**config.mk**
```make
export PLATFORM = sky130hd
export DESIGN_NAME = sse_enable_cmd
export DESIGN_NICKNAME = d
export VERILOG_FILES = /design/src/sse_pkg.sv /design/src/sse_member_store.sv /design/src/sse_csr.sv /design/src/sse_enable_cmd.sv
export SDC_FILE = /design/constraint.sdc
export NUM_CORES = 1
export LEC_CHECK = 0
export CELL_PAD_IN_SITES_DETAIL_PLACEMENT = 0
export CELL_PAD_IN_SITES_GLOBAL_PLACEMENT = 1
export CORE_UTILIZATION = 25
export CTS_BUF_LIST = sky130_fd_sc_hd__clkbuf_4 sky130_fd_sc_hd__clkbuf_8 sky130_fd_sc_hd__clkbuf_16
export DETAILED_ROUTE_END_ITERATION = 16
export DONT_BUFFER_PORTS = 1
export PLACE_DENSITY_LB_ADDON = 0.1
export SLEW_MARGIN = 15
export SYNTH_ARGS = -nofsm -noshare
export SYNTH_HDL_FRONTEND = slang
export SYNTH_HIERARCHICAL = 1
export SYNTH_SLANG_ARGS = --single-unit
```
**constraint.sdc**
```tcl
create_clock -name clk -period 7.1 [get_ports clk]
set_clock_uncertainty 0.05 [all_clocks]
set_input_delay 0.71 -clock clk [delete_from_list [all_inputs] [get_ports clk]]
set_output_delay 0.71 -clock clk [all_outputs]
set_load 0.05 [all_outputs]
```
**src/sse_pkg.sv**
```systemverilog
// shared constants and carrier types of the member enable command block
// assumes a single clock domain and byte-wide request and response streams
`default_nettype none
package sse_pkg;
    localparam int MEMBERS = 8;
    localparam logic [15:0] HANDLE_RSV_LO = 16'h0000;
    localparam logic [15:0] HANDLE_RSV_HI = 16'hffff;
    localparam logic [15:0] HANDLE_RESET = 16'h0001;
    localparam logic [7:0] COUNT_MIN = 8'h01;
    localparam logic [7:0] COUNT_MAX = 8'h08;
    // operational state codes, two low bits kept per member
    localparam logic [7:0] OP_ENABLED = 8'h01;
    localparam logic [7:0] OP_DISABLED = 8'h02;
    localparam logic [7:0] OP_UNAVAIL = 8'h03;
    localparam logic [7:0] EV_ON = 8'h00;
    localparam logic [7:0] EV_OFF = 8'h01;
    localparam logic [7:0] EV_KEEP = 8'hff;
    // result codes
    localparam logic [7:0] RC_SUCCESS = 8'h00;
    localparam logic [7:0] RC_BAD_DATA = 8'h02;
    localparam logic [7:0] RC_BAD_LEN = 8'h03;
    localparam logic [7:0] RC_BAD_HANDLE = 8'h80;
    // register byte offsets
    localparam logic [5:0] REG_HANDLE = 6'h00;
    localparam logic [5:0] REG_DEF_MASK = 6'h04;
    localparam logic [5:0] REG_DEF_LO = 6'h08;
    localparam logic [5:0] REG_DEF_HI = 6'h0c;
    localparam logic [5:0] REG_MEMBER = 6'h10;
    localparam logic [5:0] REG_VAL_LO = 6'h14;
    localparam logic [5:0] REG_VAL_HI = 6'h18;
    localparam logic [5:0] REG_IRQ_ST = 6'h1c;
    localparam logic [5:0] REG_IRQ_CLR = 6'h20;
    localparam logic [5:0] REG_IRQ_EN = 6'h24;
    localparam int IRQ_W = 4;
    localparam int IRQ_DONE = 0;
    localparam int IRQ_HANDLE = 1;
    localparam int IRQ_REFUSED = 2;
    localparam int IRQ_BAD_REQ = 3;

    typedef struct packed {
        logic [7:0] op;
        logic [7:0] ev;
    } sse_record_type;

    typedef struct packed {
        logic [1:0] op;
        logic events;
        logic [7:0] value;
    } sse_member_type;

    typedef struct packed {
        logic read;
        logic write;
        logic [5:0] address;
        logic [31:0] writedata;
    } sse_avs_req_type;
endpackage
`default_nettype wire

```
**src/sse_member_store.sv**
```systemverilog
// per-member operational state, event switch and present state value
// assumes apply records were checked for legal codes before the pulse
`timescale 1ns/1ps
`default_nettype none
module sse_member_store (
    input wire logic clk,
    input wire logic nrst,
    input wire logic apply,
    input wire logic [3:0] count,
    input wire sse_pkg::sse_record_type [sse_pkg::MEMBERS-1:0] recs,
    input wire logic [7:0] def_mask,
    input wire logic [7:0][7:0] def_value,
    input wire logic set_valid,
    input wire logic [2:0] set_index,
    input wire logic [7:0] set_value,
    output logic set_refused,
    output logic set_accepted,
    output sse_pkg::sse_member_type [sse_pkg::MEMBERS-1:0] members,
    output logic [7:0] event_pulse
);
    import sse_pkg::*;

    typedef struct packed {
        sse_member_type [MEMBERS-1:0] m;
        logic refused;
        logic accepted;
        logic [7:0] evp;
    } sse_store_type;

    sse_store_type r, n;

    always_comb begin
        n = r;
        n.refused = 1'b0;
        n.accepted = 1'b0;
        n.evp = '0;
        if (set_valid) begin
            // disabled and unavailable members both take no state change
            if (r.m[set_index].op != OP_ENABLED[1:0]) begin
                n.refused = 1'b1;
            end else begin
                n.m[set_index].value = set_value;
                n.accepted = 1'b1;
                n.evp[set_index] = r.m[set_index].events && (r.m[set_index].value != set_value);
            end
        end
        // a command that lands with a state write overrides its value only when it loads a default
        if (apply) begin
            for (int i = 0; i < MEMBERS; i++) begin
                if (i < int'(count)) begin
                    n.m[i].op = recs[i].op[1:0];
                    if (recs[i].op == OP_DISABLED && r.m[i].op != OP_DISABLED[1:0] && def_mask[i]) begin
                        n.m[i].value = def_value[i];
                        n.evp[i] = r.m[i].events && (r.m[i].value != def_value[i]);
                    end
                    if (recs[i].ev == EV_ON) begin
                        n.m[i].events = 1'b1;
                    end else if (recs[i].ev == EV_OFF) begin
                        n.m[i].events = 1'b0;
                    end
                    // keep code leaves the switch alone
                end
            end
        end
    end

    always_ff @(posedge clk or negedge nrst) begin
        if (!nrst) begin
            r <= '0;
            for (int i = 0; i < MEMBERS; i++) begin
                r.m[i].op <= OP_ENABLED[1:0];
            end
        end else begin
            r <= n;
        end
    end

    assign members = r.m;
    assign set_refused = r.refused;
    assign set_accepted = r.accepted;
    assign event_pulse = r.evp;
endmodule
`default_nettype wire

```
**src/sse_csr.sv**
```systemverilog
// avalon-mm register file with sticky interrupt status
// assumes byte addresses and whole 32-bit accesses
`timescale 1ns/1ps
`default_nettype none
module sse_csr (
    input wire logic clk,
    input wire logic nrst,
    input wire sse_pkg::sse_avs_req_type req,
    output logic [31:0] readdata,
    output logic waitrequest,
    input wire sse_pkg::sse_member_type [sse_pkg::MEMBERS-1:0] members,
    input wire logic [sse_pkg::IRQ_W-1:0] irq_event,
    output logic [15:0] own_handle,
    output logic [7:0] def_mask,
    output logic [7:0][7:0] def_value,
    output logic irq
);
    import sse_pkg::*;

    typedef struct packed {
        logic ack;
        logic [31:0] rdata;
        logic [15:0] handle;
        logic [7:0] mask;
        logic [7:0][7:0] dval;
        logic [IRQ_W-1:0] st;
        logic [IRQ_W-1:0] en;
    } sse_csr_type;

    sse_csr_type r, n;
    logic [IRQ_W-1:0] clr;
    logic [7:0] evs;
    logic [7:0][7:0] vals;

    always_comb begin
        n = r;
        clr = '0;
        evs = '0;
        vals = '0;
        for (int i = 0; i < MEMBERS; i++) begin
            evs[i] = members[i].events;
            vals[i] = members[i].value;
        end
        // one wait cycle per access keeps read data registered
        n.ack = (req.read || req.write) && !r.ack;
        if (req.read && !r.ack) begin
            unique case (req.address)
                REG_HANDLE: n.rdata = {16'h0000, r.handle};
                REG_DEF_MASK: n.rdata = {24'h000000, r.mask};
                REG_DEF_LO: n.rdata = r.dval[3:0];
                REG_DEF_HI: n.rdata = r.dval[7:4];
                REG_MEMBER: n.rdata = {8'h00, evs, members[7].op, members[6].op, members[5].op,
                    members[4].op, members[3].op, members[2].op, members[1].op, members[0].op};
                REG_VAL_LO: n.rdata = vals[3:0];
                REG_VAL_HI: n.rdata = vals[7:4];
                REG_IRQ_ST: n.rdata = {28'h0000000, r.st};
                REG_IRQ_EN: n.rdata = {28'h0000000, r.en};
                default: n.rdata = 32'h00000000;
            endcase
        end
        if (req.write && r.ack) begin
            unique case (req.address)
                REG_HANDLE: n.handle = req.writedata[15:0];
                REG_DEF_MASK: n.mask = req.writedata[7:0];
                REG_DEF_LO: n.dval[3:0] = req.writedata;
                REG_DEF_HI: n.dval[7:4] = req.writedata;
                REG_IRQ_CLR: clr = req.writedata[IRQ_W-1:0];
                REG_IRQ_EN: n.en = req.writedata[IRQ_W-1:0];
                default: n.en = r.en;
            endcase
        end
        // a new event in the clearing cycle survives
        n.st = (r.st & ~clr) | irq_event;
    end

    always_ff @(posedge clk or negedge nrst) begin
        if (!nrst) begin
            r <= '0;
            r.handle <= HANDLE_RESET;
        end else begin
            r <= n;
        end
    end

    assign readdata = r.rdata;
    assign waitrequest = (req.read || req.write) && !r.ack;
    assign own_handle = r.handle;
    assign def_mask = r.mask;
    assign def_value = r.dval;
    assign irq = |(r.st & r.en);
endmodule
`default_nettype wire

```
**src/sse_enable_cmd.sv**
```systemverilog
// member enable command interpreter, top level
// assumes requests arrive as a byte stream with a last marker per request
//
// Operation
// - each addressed member is switched to the operational state in its record
// - a disabled member refuses every state change
// - a member with a default state returns to it when disabled
// - handle is 16 bits; 0x0000 and 0xffff are reserved and rejected
// - member count runs 0x01 to 0x08, members are offsets 0 to 7
// - one record per member: operational state byte then event switch byte
// - state byte accepts only enabled, disabled (2) and unavailable (3)
// - event switch byte decides event generation for that member
// - event switch codes: events on, events off, keep setting 0xff
// - keep setting code leaves the member's event switch unchanged
// - response is one result code byte; 0x80 for a bad handle
// - unavailable members are treated as ignored and take no state change
`timescale 1ns/1ps
`default_nettype none
module sse_enable_cmd (
    input wire logic clk,
    input wire logic nrst,
    input wire logic [5:0] avs_address,
    input wire logic avs_read,
    input wire logic avs_write,
    input wire logic [31:0] avs_writedata,
    output logic [31:0] avs_readdata,
    output logic avs_waitrequest,
    input wire logic rx_valid,
    input wire logic [7:0] rx_data,
    input wire logic rx_last,
    output logic rx_ready,
    output logic resp_valid,
    output logic [7:0] resp_code,
    input wire logic resp_ready,
    input wire logic set_valid,
    input wire logic [2:0] set_index,
    input wire logic [7:0] set_value,
    output logic set_refused,
    output logic set_accepted,
    output logic [7:0] member_events,
    output logic [7:0] event_pulse,
    output logic irq
);
    import sse_pkg::*;

    ////////////////////////////////////////////////////////////////////////////////
    // types and helpers

    typedef enum logic [2:0] {
        ST_HLO = 3'b000,
        ST_HHI = 3'b001,
        ST_CNT = 3'b011,
        ST_OP = 3'b010,
        ST_EV = 3'b110,
        ST_DRAIN = 3'b111,
        ST_RESP = 3'b101
    } sse_state_type;

    typedef struct packed {
        sse_state_type st;
        logic [15:0] handle;
        logic [3:0] count;
        logic [2:0] idx;
        sse_record_type [MEMBERS-1:0] recs;
        logic [7:0] err;
        logic [7:0] code;
        logic resp;
        logic apply;
        logic [IRQ_W-1:0] ev;
    } sse_cmd_type;

    // the first error of a request is the one reported
    function automatic logic [7:0] keep_first(input logic [7:0] cur, input logic [7:0] nw);
        return (cur == RC_SUCCESS) ? nw : cur;
    endfunction

    function automatic logic bad_handle(input logic [15:0] h, input logic [15:0] own);
        return (h == HANDLE_RSV_LO) || (h == HANDLE_RSV_HI) || (h != own);
    endfunction

    function automatic logic [IRQ_W-1:0] result_events(input logic [7:0] code);
        logic [IRQ_W-1:0] e;
        e = '0;
        e[IRQ_DONE] = 1'b1;
        e[IRQ_HANDLE] = (code == RC_BAD_HANDLE);
        e[IRQ_BAD_REQ] = (code != RC_SUCCESS) && (code != RC_BAD_HANDLE);
        return e;
    endfunction

    sse_cmd_type r, n;
    sse_avs_req_type req;
    sse_member_type [MEMBERS-1:0] members;
    logic [15:0] own_handle;
    logic [7:0] def_mask;
    logic [7:0][7:0] def_value;
    logic refused;
    logic [IRQ_W-1:0] irq_event;
    logic take;
    logic [7:0] fin;

    ////////////////////////////////////////////////////////////////////////////////
    // request parser

    assign take = rx_valid && rx_ready;

    always_comb begin
        n = r;
        n.apply = 1'b0;
        n.ev = '0;
        fin = RC_SUCCESS;
        unique case (r.st)
            ST_HLO: begin
                if (take) begin
                    n.handle[7:0] = rx_data;
                    n.err = RC_SUCCESS;
                    n.st = rx_last ? ST_RESP : ST_HHI;
                    n.code = RC_BAD_LEN;
                end
            end
            ST_HHI: begin
                if (take) begin
                    n.handle[15:8] = rx_data;
                    n.st = rx_last ? ST_RESP : ST_CNT;
                    n.code = RC_BAD_LEN;
                end
            end
            ST_CNT: begin
                if (take) begin
                    n.count = rx_data[3:0];
                    n.idx = '0;
                    if (bad_handle(r.handle, own_handle)) begin
                        n.err = RC_BAD_HANDLE;
                    end else if (rx_data < COUNT_MIN || rx_data > COUNT_MAX) begin
                        n.err = RC_BAD_DATA;
                    end
                    if (rx_last) begin
                        n.st = ST_RESP;
                        n.code = keep_first(n.err, RC_BAD_LEN);
                    end else begin
                        n.st = (n.err != RC_SUCCESS) ? ST_DRAIN : ST_OP;
                    end
                end
            end
            ST_OP: begin
                if (take) begin
                    n.recs[r.idx].op = rx_data;
                    if (rx_data != OP_ENABLED && rx_data != OP_DISABLED && rx_data != OP_UNAVAIL) begin
                        n.err = keep_first(r.err, RC_BAD_DATA);
                    end
                    if (rx_last) begin
                        n.st = ST_RESP;
                        n.code = keep_first(n.err, RC_BAD_LEN);
                    end else begin
                        n.st = ST_EV;
                    end
                end
            end
            ST_EV: begin
                if (take) begin
                    n.recs[r.idx].ev = rx_data;
                    if (rx_data != EV_ON && rx_data != EV_OFF && rx_data != EV_KEEP) begin
                        n.err = keep_first(r.err, RC_BAD_DATA);
                    end
                    if ({1'b0, r.idx} == r.count - 4'h1) begin
                        if (rx_last) begin
                            // all records checked before any member changes
                            fin = n.err;
                            n.apply = (fin == RC_SUCCESS);
                            n.st = ST_RESP;
                            n.code = fin;
                        end else begin
                            n.err = keep_first(n.err, RC_BAD_LEN);
                            n.st = ST_DRAIN;
                        end
                    end else if (rx_last) begin
                        n.st = ST_RESP;
                        n.code = keep_first(n.err, RC_BAD_LEN);
                    end else begin
                        n.idx = r.idx + 3'h1;
                        n.st = ST_OP;
                    end
                end
            end
            ST_DRAIN: begin
                // swallow the rest of a failed request so framing is kept
                if (take && rx_last) begin
                    n.st = ST_RESP;
                    n.code = r.err;
                end
            end
            ST_RESP: begin
                if (resp_ready) begin
                    n.st = ST_HLO;
                end
            end
            default: n.st = ST_HLO;
        endcase
        // response raised on entry, one interrupt event per request
        n.resp = (n.st == ST_RESP);
        if (n.st == ST_RESP && r.st != ST_RESP) begin
            n.ev = result_events(n.code);
        end
    end

    always_ff @(posedge clk or negedge nrst) begin
        if (!nrst) begin
            r <= '0;
            r.st <= ST_HLO;
        end else begin
            r <= n;
        end
    end

    assign rx_ready = (r.st != ST_RESP);
    assign resp_valid = r.resp;
    assign resp_code = r.code;

    ////////////////////////////////////////////////////////////////////////////////
    // member state

    sse_member_store u_store (
        .clk(clk),
        .nrst(nrst),
        .apply(r.apply),
        .count(r.count),
        .recs(r.recs),
        .def_mask(def_mask),
        .def_value(def_value),
        .set_valid(set_valid),
        .set_index(set_index),
        .set_value(set_value),
        .set_refused(refused),
        .set_accepted(set_accepted),
        .members(members),
        .event_pulse(event_pulse)
    );

    assign set_refused = refused;

    always_comb begin
        for (int i = 0; i < MEMBERS; i++) begin
            member_events[i] = members[i].events;
        end
    end

    ////////////////////////////////////////////////////////////////////////////////
    // registers and interrupt

    always_comb begin
        req.read = avs_read;
        req.write = avs_write;
        req.address = avs_address;
        req.writedata = avs_writedata;
        irq_event = r.ev;
        irq_event[IRQ_REFUSED] = refused;
    end

    sse_csr u_csr (
        .clk(clk),
        .nrst(nrst),
        .req(req),
        .readdata(avs_readdata),
        .waitrequest(avs_waitrequest),
        .members(members),
        .irq_event(irq_event),
        .own_handle(own_handle),
        .def_mask(def_mask),
        .def_value(def_value),
        .irq(irq)
    );
endmodule
`default_nettype wire

```
Word level (Yosys, flattened, before mapping)
Cells that the tools add are included.
- output and inout port bits: 62
- bits in registers: 403
- input port bits: 65
- logic and storage cells: 355
- eq/ne operators: 66
- magnitude comparators: 14
- muxes and demuxes: 125
- reduce and logical (&&, ||, !) cells: 76
- bitwise gates (word level): 5
- add/subtract/negate cells: 2
- operator list (operator ; number):
    32-bit case mux with 9 select lines ; 1
    8-bit 2-to-1 mux ; 34
    128-bit bitwise mux ; 2
    128-bit case mux with 2 select lines ; 1
    88-bit 2-to-1 mux ; 2
    147-bit 2-to-1 mux ; 1
    144-bit 2-to-1 mux ; 1
    11-bit 2-to-1 mux ; 10
    98-bit 2-to-1 mux ; 1
    16-bit demux with 3-bit select ; 2
    8-bit logical NOT ; 12
    88-bit bitwise mux ; 1
    8-bit != test ; 9
    8-bit by 1-bit equality test with 1-bit output (second input constant) ; 8
    8-bit by 2-bit equality test with 1-bit output (second input constant) ; 8
    16-bit 2-to-1 mux ; 3
    8-bit case mux with 6 select lines ; 1
    3-bit 2-to-1 mux ; 15
    1-bit logical AND ; 38
    1-bit 2-to-1 mux ; 38
    11-bit binary-select mux with 3-bit select ; 1
    11-bit demux with 3-bit select ; 1
    8-bit case mux with 4 select lines ; 1
    2-bit != test (second input constant) ; 14
    47 further kinds ; 83

Depth between registers and ports, before layout
Gate-level depths: netlist (run 1).
- depth in word-level cells: 15
- gate-level depth with buffers: 10
- mapped depth without buffers: 9

By module
The synthesis (run 1) kept the hierarchy.
- by module, submodules not included (module ; sequential area each (um^2) ; area each (um^2) ; cells an instance ; times used):
    sse_enable_cmd ; 4379.2 ; 7500.9 ; 715 ; 1
    sse_csr ; 3229.3 ; 7225.7 ; 632 ; 1
    sse_member_store ; 2462.4 ; 6324.8 ; 680 ; 1

Worst setup path after synthesis (run 1)
OpenSTA, ideal clock, no wires.
- path kind: input to register
- start point: input port rx_data[7]
- end point: register r (netlist bit irq_event[3])
- buffers on the path: 0
- data required time: 6926 ps
- arrival time: 2454 ps
- path slack: 4472 ps
- stages on the path: 7
- library setup time: 124 ps
- cells stage by stage: or4_1 or4_1 o21ai_2 nor3b_2 o22a_2 a21oi_2 o31a_1
- RTL lines (what ; line ; source):
    from (decl) ; sse_enable_cmd.sv:29 ; input wire logic [7:0] rx_data,
    to (signal assigned) ; sse_enable_cmd.sv:210 ; r <= n;
    to (decl) ; sse_enable_cmd.sv:90 ; sse_cmd_type r, n;

Final worst setup path (run 1)
- start point: register r[163] (netlist name)
- end point: register r[20] (netlist name)
- longest elaborated chain between the ends: 8
- elaborated cells between the ends (all ways): 10
- classes of those cells: 2 x eq/ne; 5 x mux; 3 x reduce/logical
- RTL lines (what ; line ; source):
    16-bit equality test or 16-bit logical NOT (tied branches) ; sse_enable_cmd.sv:78 ; return (h == HANDLE_RSV_LO) || (h == HANDLE_RSV_HI) || (h != own);
    1-bit logical OR ; sse_enable_cmd.sv:78 ;
    1-bit logical OR * ; sse_enable_cmd.sv:78 ;
    8-bit 2-to-1 mux * ; sse_enable_cmd.sv:131 ; if (bad_handle(r.handle, own_handle)) begin
    8-bit 2-to-1 mux * ; sse_enable_cmd.sv:128 ; if (take) begin
    8-bit 2-to-1 mux * ; sse_enable_cmd.sv:111 ; unique case (r.st)
    16-bit 2-to-1 mux * ; sse_enable_cmd.sv:128 ;
    8-bit case mux with 4 select lines * ; sse_enable_cmd.sv:111 ;
Mark *: on every way between the ends. The rest lies on a longest branch, timed or not. The select of a mux whose other input is x is not followed.
A chain may end at the register's enable or synchronous reset.

==> results of run 1 <==
-- stage by stage --
| step | utilization (%) | total power, mW |
|---|---|---|
| after floorplan | - | 3.98 |
| after global placement | 25.3 | 4.25 |
| after detailed placement | 25.3 | 4.27 |
| after CTS | 27.5 | 7.14 |
| after global routing | 27.5 | 7.43 |
| final | 27.5 | 7.03 |
-- per-layer routing --
layer	part of all wire [%]	vias to the layer above	GRT usage (%)
li1	-	6936	-
met1	46	7913	25.8
met2	48	342	31.7
met3	4.1	105	2.88
met4	2.2	0	5.04
met5	0	-	0
-- kinds of logic after synthesis --
logic type,count (synthesis),synth area share (%)
multiplexers,212,11.9
adder cells (fa/ha/maj),2,0.119
AND/OR/NAND/NOR,606,14.8
XOR/XNOR,90,3.74
flip-flops,402,47.8
buffers and inverters,254,7.36
AO/OA/AOI/OAI,461,14.2
-- worst max-delay path by stage --
stage                               from                  end  depth (start not counted)
final                             r[163]                r[20]                          7
after global routing              r[174]                r[40]                          7
after CTS                         r[167]                r[20]                          7
after detailed placement  avs_address[1]  u_csr/def_value[44]                          7
after global placement    avs_address[1]  u_csr/def_value[32]                          7
after floorplan               rx_data[7]         irq_event[3]                          7
-- layout by cell type, fill, tap and decap left out, types with 11 or more instances in the layout --
master / instances
nand2_1: 192
nor2b_1: 15
mux2i_1: 32
nand4_1: 35
nor4_1: 31
a22o_1: 23
a31oi_1: 19
a221o_1: 16
xnor2_1: 52
clkbuf_16: 50
buf_4: 26
xor2_1: 38
clkbuf_8: 13
nor3_1: 37
nand3_1: 17
mux4_2: 11
inv_1: 20
o31a_1: 18
and2_1: 27
a32oi_1: 26
and3_1: 49
nor2_1: 126
a22oi_1: 25
mux2_2: 164
o21ai_0: 147
dfrtp_1: 393
a21oi_1: 99
-- flip-flops by register name, summed over array words and instances, names as in the netlist --
register	flops
resp_valid	1
u_csr/def_mask	8
resp_code	8
u_csr/def_value	64
r	163
u_csr/r	9
u_store/set_refused	1
u_csr/own_handle	16
irq_event	3
u_store/event_pulse	8
u_store/members	88
u_store/set_accepted	1
u_csr/readdata	32
-- layout make-up --
cell class                 instances  area share (%)
antenna                            1          0.0109
clock buffer                      68            6.39
clock inverter                    22            1.47
inverter                          20           0.327
multi-input combinational       1371            41.2
sequential                       402            43.8
tap                             1080            5.88
timing repair buffer              26           0.850
-- critical path, delay by kind of cell, from the launching register on --
family	cells	cell delay [ns]
AO/OA/AOI/OAI	1	0.58
XOR/XNOR	1	0.19
flip-flops	1	0.45
AND/OR/NAND/NOR	5	1.78
-- power breakdown --
| part | internal [mW] | switching, mW |
|---|---|---|
| Combinational | 0.468 | 0.580 |
| Sequential | 2.70 | 0.472 |
| Clock | 1.71 | 1.11 |
| Total | 4.87 | 2.16 |
==> flow_summary.yaml, run 1 <==
status:
  outcome: "complete, but fails checks"
  violations: "negative hold slack, max-slew violations"
pwr:
  cellPowerDensity_mw_per_mm2: 306
  ir_drop_mv: 0.188
  power_leakage_nw: 9.55
worst_setup_path:
  worstPathCellList: "xor2_1 -> nor4_1 -> nand4_1 -> nor3_1 -> nand2_1 -> a221oi_1 -> and2_1"
  crit_fanout: 7
  rr_startpoint: "r[163]"
  worst_r2r_path_depth: 7
  cp.arrival_ns: 3.61
  rrSetupSlack_ns: 4.00
  path_class: "register to register"
  critical-path-slowest-cell: "nor3_1"
  reg2reg_to: "r[20]"
  start_kind: "register"
  max_stage_delay_ns: 0.83
  endpoint_kind: "register"
  crit_required_ns: 7.61
floorplan:
  die_y_um: 292
  dieArea_mm2: 0.0854
  io_pins: 127
  start_util_pct: 25.2
  die-width_um: 292
  core_mm2: 0.0836
  rows: 106
layout:
  stdcell_count: 2990
  multi_input_area_mm2: 0.00947
  final_nets: 1938
  seqCellArea_mm2: 0.0101
  syn2layout_area_growth_pct: 9.11
  fillers: 8783
  drive_gt1_share_pct: 17.5
  finalInstanceArea_mm2: 0.0230
flow_run:
  maxCapViolations: 0
global_route:
  grt_start_max_net_pins: 403
  grt_pass1_vias: 15700
  grt_pass1_wl_um: 119000
  track_usage_pct: 19.1
  antenna_found_initial: 5
  grt_overflow: 0
timing:
  finalHoldViolations: 149
  fmax_mhz: 322
  worst_slack_ns: 4.00
  setup_tns_ns: 0
  slew_violations: 220
  worst_pin_slew_ns: 2.03
  min_period_over_period_pct: 43.7
  timing.hold.ws_ns: -0.245
  max_slew_margin_pct: -35.4
  rsz0062_at_grt: "no"
  setup_viol: 0
  post-route-min-period_ns: 3.10
hold_path:
  hp-class: "primary input to async pin"
logic_synthesis:
  syn_inst: 2027
  yosysUniqueCellTypes: 87
  yosys-top-cells-count: "dfrtp_1, nand2_1, mux2_2"
  avgSynthCellArea_um2: 10.4
  synth.most_common_cell: "dfrtp_1"
  syn_area_mm2: 0.0211
  synth_top_area_cell: "dfrtp_1"
  async_flop_share_pct: 100
  synth_fp_nets: 2094
  synth-seq-cells: 402
  ys_seq_area_share_pct: 47.8
  synth_edf_count: 0
  synth_ff_type: "dfrtp_1"
  synth_top_cell_area_share_pct: 46.7
  ys_top_cells_by_area: "dfrtp_1, mux2_2, buf_4"
  yosys_warnings: 6
route:
  antenna_left: 0
  vias: 15300
  wl_per_cell_um: 27.2
  drcViolationCount: 0
  drt_wl_total_um: 81300
  first_pass_iters: 5
  viasPerCell: 5.12
  drt_iter0_drc: 897
clock_tree:
  clock_latency_ns: 0.63
  htreeDepth: 2
  path_clk_slew_ns: 0.06
  clk_path_buf_depth: 3
  cts_tree: "done"
  cts_resized: 0
  cts_buffers: 50
  post-cts-setup-buffers: 0
  root_buffer: "clkbuf_16"
  cts.sinks: 402
place:
  placedCellCount: 2899
  post-place-ws_ns: 3.69
  place_congestion: 0.848
  placed_cell_area_mm2: 0.0212
  hpwlAfterDp_um: 58500
  io_buffer_count: 0
No activity file was read; power rests on OpenSTA's default activity.
==> inputs of run 2 (changes only) <==
clock period = 3.2 ns   (was 7.1 ns; I/O delays follow)
==> flow_summary.yaml, run 2 (same netlist as run 1, synthesis figures left out) <==
global_route:
  grt_overflow: 0
  grt_start_max_net_pins: 403
  grt_pass1_vias: 15900
  track_usage_pct: 19.9
  antenna_found_initial: 10
  grt_pass1_wl_um: 123000
timing:
  rsz0062_at_grt: "no"
  slew_violations: 256
  post-route-min-period_ns: 2.79
  worst_pin_slew_ns: 2.18
  setup_tns_ns: 0
  finalHoldViolations: 393
  timing.hold.ws_ns: -0.595
  setup_viol: 0
  fmax_mhz: 358
  max_slew_margin_pct: -45.4
  worst_slack_ns: 0.408
  min_period_over_period_pct: 87.2
floorplan:
  core_mm2: 0.0836
  dieArea_mm2: 0.0854
  start_util_pct: 25.2
  die_y_um: 292
  die-width_um: 292
  io_pins: 127
  rows: 106
worst_setup_path:
  endpoint_kind: "register"
  start_kind: "register"
  path_class: "register to register"
  cp.arrival_ns: 3.24
  crit_fanout: 8
  crit_required_ns: 3.65
layout:
  final_cell_mix: "dfrtp_1, nand2_1, mux2_2"
  largest_reg_flops: 163
  finalInstanceArea_mm2: 0.0238
  final_nets: 2031
  final_common_cell: "dfrtp_1"
  syn2layout_area_growth_pct: 13.0
  drive_gt1_share_pct: 18.6
  largest_register: "r"
status:
  violations: "negative hold slack, max-slew violations"
  outcome: "complete, but fails checks"
place:
  placed_cell_area_mm2: 0.0214
  io_buffer_count: 0
  post-place-ws_ns: 0.558
  hpwlAfterDp_um: 59500
  place_congestion: 0.824
flow_run:
  maxCapViolations: 0
route:
  drt_iter0_drc: 1285
  viasPerCell: 5.14
  wl_per_cell_um: 27.6
  drt_wl_total_um: 85200
  first_pass_iters: 5
  drcViolationCount: 0
  antenna_left: 0
  vias: 15900
pwr:
  power_leakage_nw: 9.98
  cellPowerDensity_mw_per_mm2: 659
  ir_drop_mv: 0.375
clock_tree:
  clock_latency_ns: 0.61
  path_clk_slew_ns: 0.07
  root_buffer: "clkbuf_16"
  clk_path_buf_depth: 3
  cts_buffers: 51
  cts_tree: "done"
  htreeDepth: 2
  cts.sinks: 402
  holdBufCountCts: 60
hold_path:
  hp-class: "primary input to async pin"
[run 2: cell types whose count changed in the layout (fill, tap and decap cells not counted), moves of 2 or more]
cell,change
dlygate4sd3_1,+59
buf_4,+32
clkbuf_4,+10
clkinvlp_4,-4
clkbuf_8,-3
diode_2,+3
bufinv_16,-2
clkinv_2,+2
inv_6,+2
[run 2: metal layers]
layer / GRT usage [%] / part of all wire, % / up-vias
met2: 33.2 / 48 / 445
met4: 5.37 / 2.5 / 2
met1: 26.5 / 45 / 8184
met5: 0 / 0.015 / -
li1: - / - / 7158
met3: 2.98 / 4.8 / 108
[run 2: path summary, 6_finish.rpt]
check | startpoint | to | slack, ns | cells after the start
worst max-delay path | u_store/members[64] | u_store/members[50] | 0.41 | 7
worst min-delay path | nrst | u_csr/readdata[10] | -0.59 | 0
worst max register to register | u_store/members[64] | u_store/members[50] | 0.41 | 7
worst min register to register | r[118] | u_store/members[74] | 0.39 | 1
max in group asynchronous | nrst | u_csr/def_value[20] | 2.01 | 0
min in group clk | rx_data[2] | r[32] | 0.04 | 2
[run 2: area by class of cell]
type                    count  area [um^2]
fillers                  8746        59800
flip-flops and latches    402        10100
multi-input cells        1371         9470
clock buffers              76         1530
well taps                1080         1350
repair buffers            118         1050
clock inverters            19          246
inverters                  20         75.1
diodes                      4         10.0
[run 2: timing repair]
action / 4_1_cts / 5_1_grt
resized for setup: 0 / 0
endpoints found under the setup margin: 0 / 0
buffers inserted: 0 / 0
endpoints found under the hold margin: 571 / 402
[run 2: where the power goes]
part           internal [mW]  switching, mW
combinational           1.14           1.44
sequential              5.98          0.994
clock                   3.71           2.42
[run 2: metrics by stage]
step	utilization, %	total power [mW]	cells
after global routing	28.5	16.5	3087
final	28.5	15.7	3090
after detailed placement	25.6	9.55	2931
after floorplan	-	8.84	2027
after CTS	28.5	15.9	3086
after global placement	25.6	9.52	2931
[run 2: worst max-delay path, stage by stage (launching register included)]
cell           delay (ns)
dfstp_2              0.56
mux4_1               0.33
o2111a_1             0.37
and2_1               0.27
nand2_1              0.24
a32oi_1              0.22
dlygate4sd3_1        0.56
a21oi_1              0.06
==> inputs of run 3 (changes only) <==
CORE_MARGIN = 5   (was unset)
clock period = 3.4 ns   (was 3.2 ns; I/O delays follow)
==> flow_summary.yaml, run 3 (same netlist as run 1, synthesis figures left out) <==
clock_tree:
  cts_buffers: 52
  path_clk_slew_ns: 0.06
  htreeDepth: 2
  root_buffer: "clkbuf_16"
  clk_path_buf_depth: 3
  post-cts-setup-buffers: 0
  cts_tree: "done"
  cts.sinks: 402
  holdBufCountCts: 64
  clock_latency_ns: 0.60
timing:
  post-route-min-period_ns: 2.97
  max_slew_margin_pct: 26.3
  finalHoldViolations: 402
  fmax_mhz: 337
  setup_tns_ns: 0
  slew_violations: 0
  timing.hold.ws_ns: -0.585
  min_period_over_period_pct: 87.4
  setup_viol: 0
  rsz0062_at_grt: "no"
  worst_pin_slew_ns: 1.10
layout:
  final_cell_mix: "dfrtp_1, nand2_1, mux2_2"
  finalInstanceArea_mm2: 0.0239
  final_common_cell: "dfrtp_1"
  largest_reg_flops: 163
  syn2layout_area_growth_pct: 13.4
  final_nets: 2031
  fin_util_pct: 28.6
  drive_gt1_share_pct: 18.4
  largest_register: "r"
pwr:
  switching_power_mw: 4.55
  p_total_mw: 14.9
  p_int_mw: 10.4
  seqPwrFrac_pct: 44.3
  pwr-share-comb_pct: 15.6
  ir_drop_mv: 0.373
  power_leakage_nw: 10.0
  p_clk_share_pct: 40.1
  cellPowerDensity_mw_per_mm2: 625
  p_sw_share_pct: 30.5
floorplan:
  io_pins: 127
  start_util_pct: 25.2
  die_y_um: 300
  die-width_um: 300
  dieArea_mm2: 0.0901
  rows: 106
  core_mm2: 0.0836
worst_setup_path:
  crit_required_ns: 3.87
  endpoint_kind: "register"
  reg2reg_to: "u_store/members[38]"
  start_kind: "register"
  rr_startpoint: "u_store/members[9]"
  cp.arrival_ns: 3.44
  crit_fanout: 8
  path_class: "register to register"
  worst_r2r_path_depth: 7
  rrSetupSlack_ns: 0.43
route:
  viasPerCell: 5.06
  drcViolationCount: 0
  first_pass_iters: 5
  antenna_left: 0
  wl_per_cell_um: 27.2
  vias: 15600
  drt_iter0_drc: 1166
  drt_wl_total_um: 84100
global_route:
  antenna_found_initial: 6
  grt_pass1_wl_um: 123000
  track_usage_pct: 18.4
  grt_start_max_net_pins: 403
  grt_pass1_vias: 16200
  grt_overflow: 0
hold_path:
  hp-class: "primary input to async pin"
status:
  outcome: "complete, but fails checks"
  violations: "negative hold slack"
flow_run:
  maxCapViolations: 0
place:
  place_congestion: 0.834
  hpwlAfterDp_um: 59300
  io_buffer_count: 0
  placed_cell_area_mm2: 0.0214
## run 3: changes by cell type in the layout (fill, tap and decap cells not counted), moves of 2 or more
cell           before  now
clkbuf_4           15    8
buf_4              58   53
dlygate4sd3_1      59   64
clkbuf_8           10   13
bufinv_16           5    7
clkinv_2           10   12
## run 3: area by class of cell
type / count / area, um^2
Fill cell: 8772 / 59700
Sequential cell: 402 / 10100
Multi-Input combinational cell: 1371 / 9470
Clock buffer: 73 / 1540
Tap cell: 1080 / 1350
Timing Repair Buffer: 117 / 1040
Clock inverter: 24 / 320
Inverter: 20 / 75.1
Antenna cell: 3 / 7.51
## run 3: critical path, cell delays in order (launching register included)
cell	delay (ns)
dfstp_2	0.61
mux4_1	0.31
and2_1	0.29
nand3_1	0.10
nor2_1	0.59
a32oi_1	0.20
dlygate4sd3_1	0.60
a21oi_1	0.14
## run 3: metrics by stage
step / std cells / setup WS, ns
final: 3090 / 0.429
after global routing: 3087 / 0.284
after CTS: 3087 / 0.465
after detailed placement: 2926 / 0.629
after global placement: 2926 / 0.751
after floorplan: 2027 / 1.14
## run 3: how the worst max path moves through the flow
stage	from	end	slack [ns]	cells past startpoint
finish	u_store/members[9]	u_store/members[38]	0.43	7
global route	u_store/members[9]	u_store/members[39]	0.28	7
CTS	u_store/members[9]	u_store/members[38]	0.46	7
detailed placement	r[153]	r[18]	0.63	8
global placement	r[153]	r[17]	0.75	8
floorplan	rx_data[7]	irq_event[3]	1.14	7
## run 3: layer usage
metal / routed length [um] / GRT usage [%]
met1: 38100 / 24.9
met2: 41100 / 31.6
met3: 3110 / 2.40
met4: 1810 / 4.14
met5: 0 / 0
## run 3: repair_timing
action	4_1_cts	5_1_grt
endpoints found under the setup margin	0	0
endpoints found under the hold margin	563	402
gates resized for setup	0	0
## run 3: power by group through the flow
stage	Sequential, mW	Clock [mW]	Combinational, mW
after floorplan	6.17	0	2.15
after global placement	6.66	0	2.23
after detailed placement	6.70	0	2.23
after CTS	6.62	6.18	2.35
after global routing	6.73	6.35	2.61
final	6.61	5.99	2.32
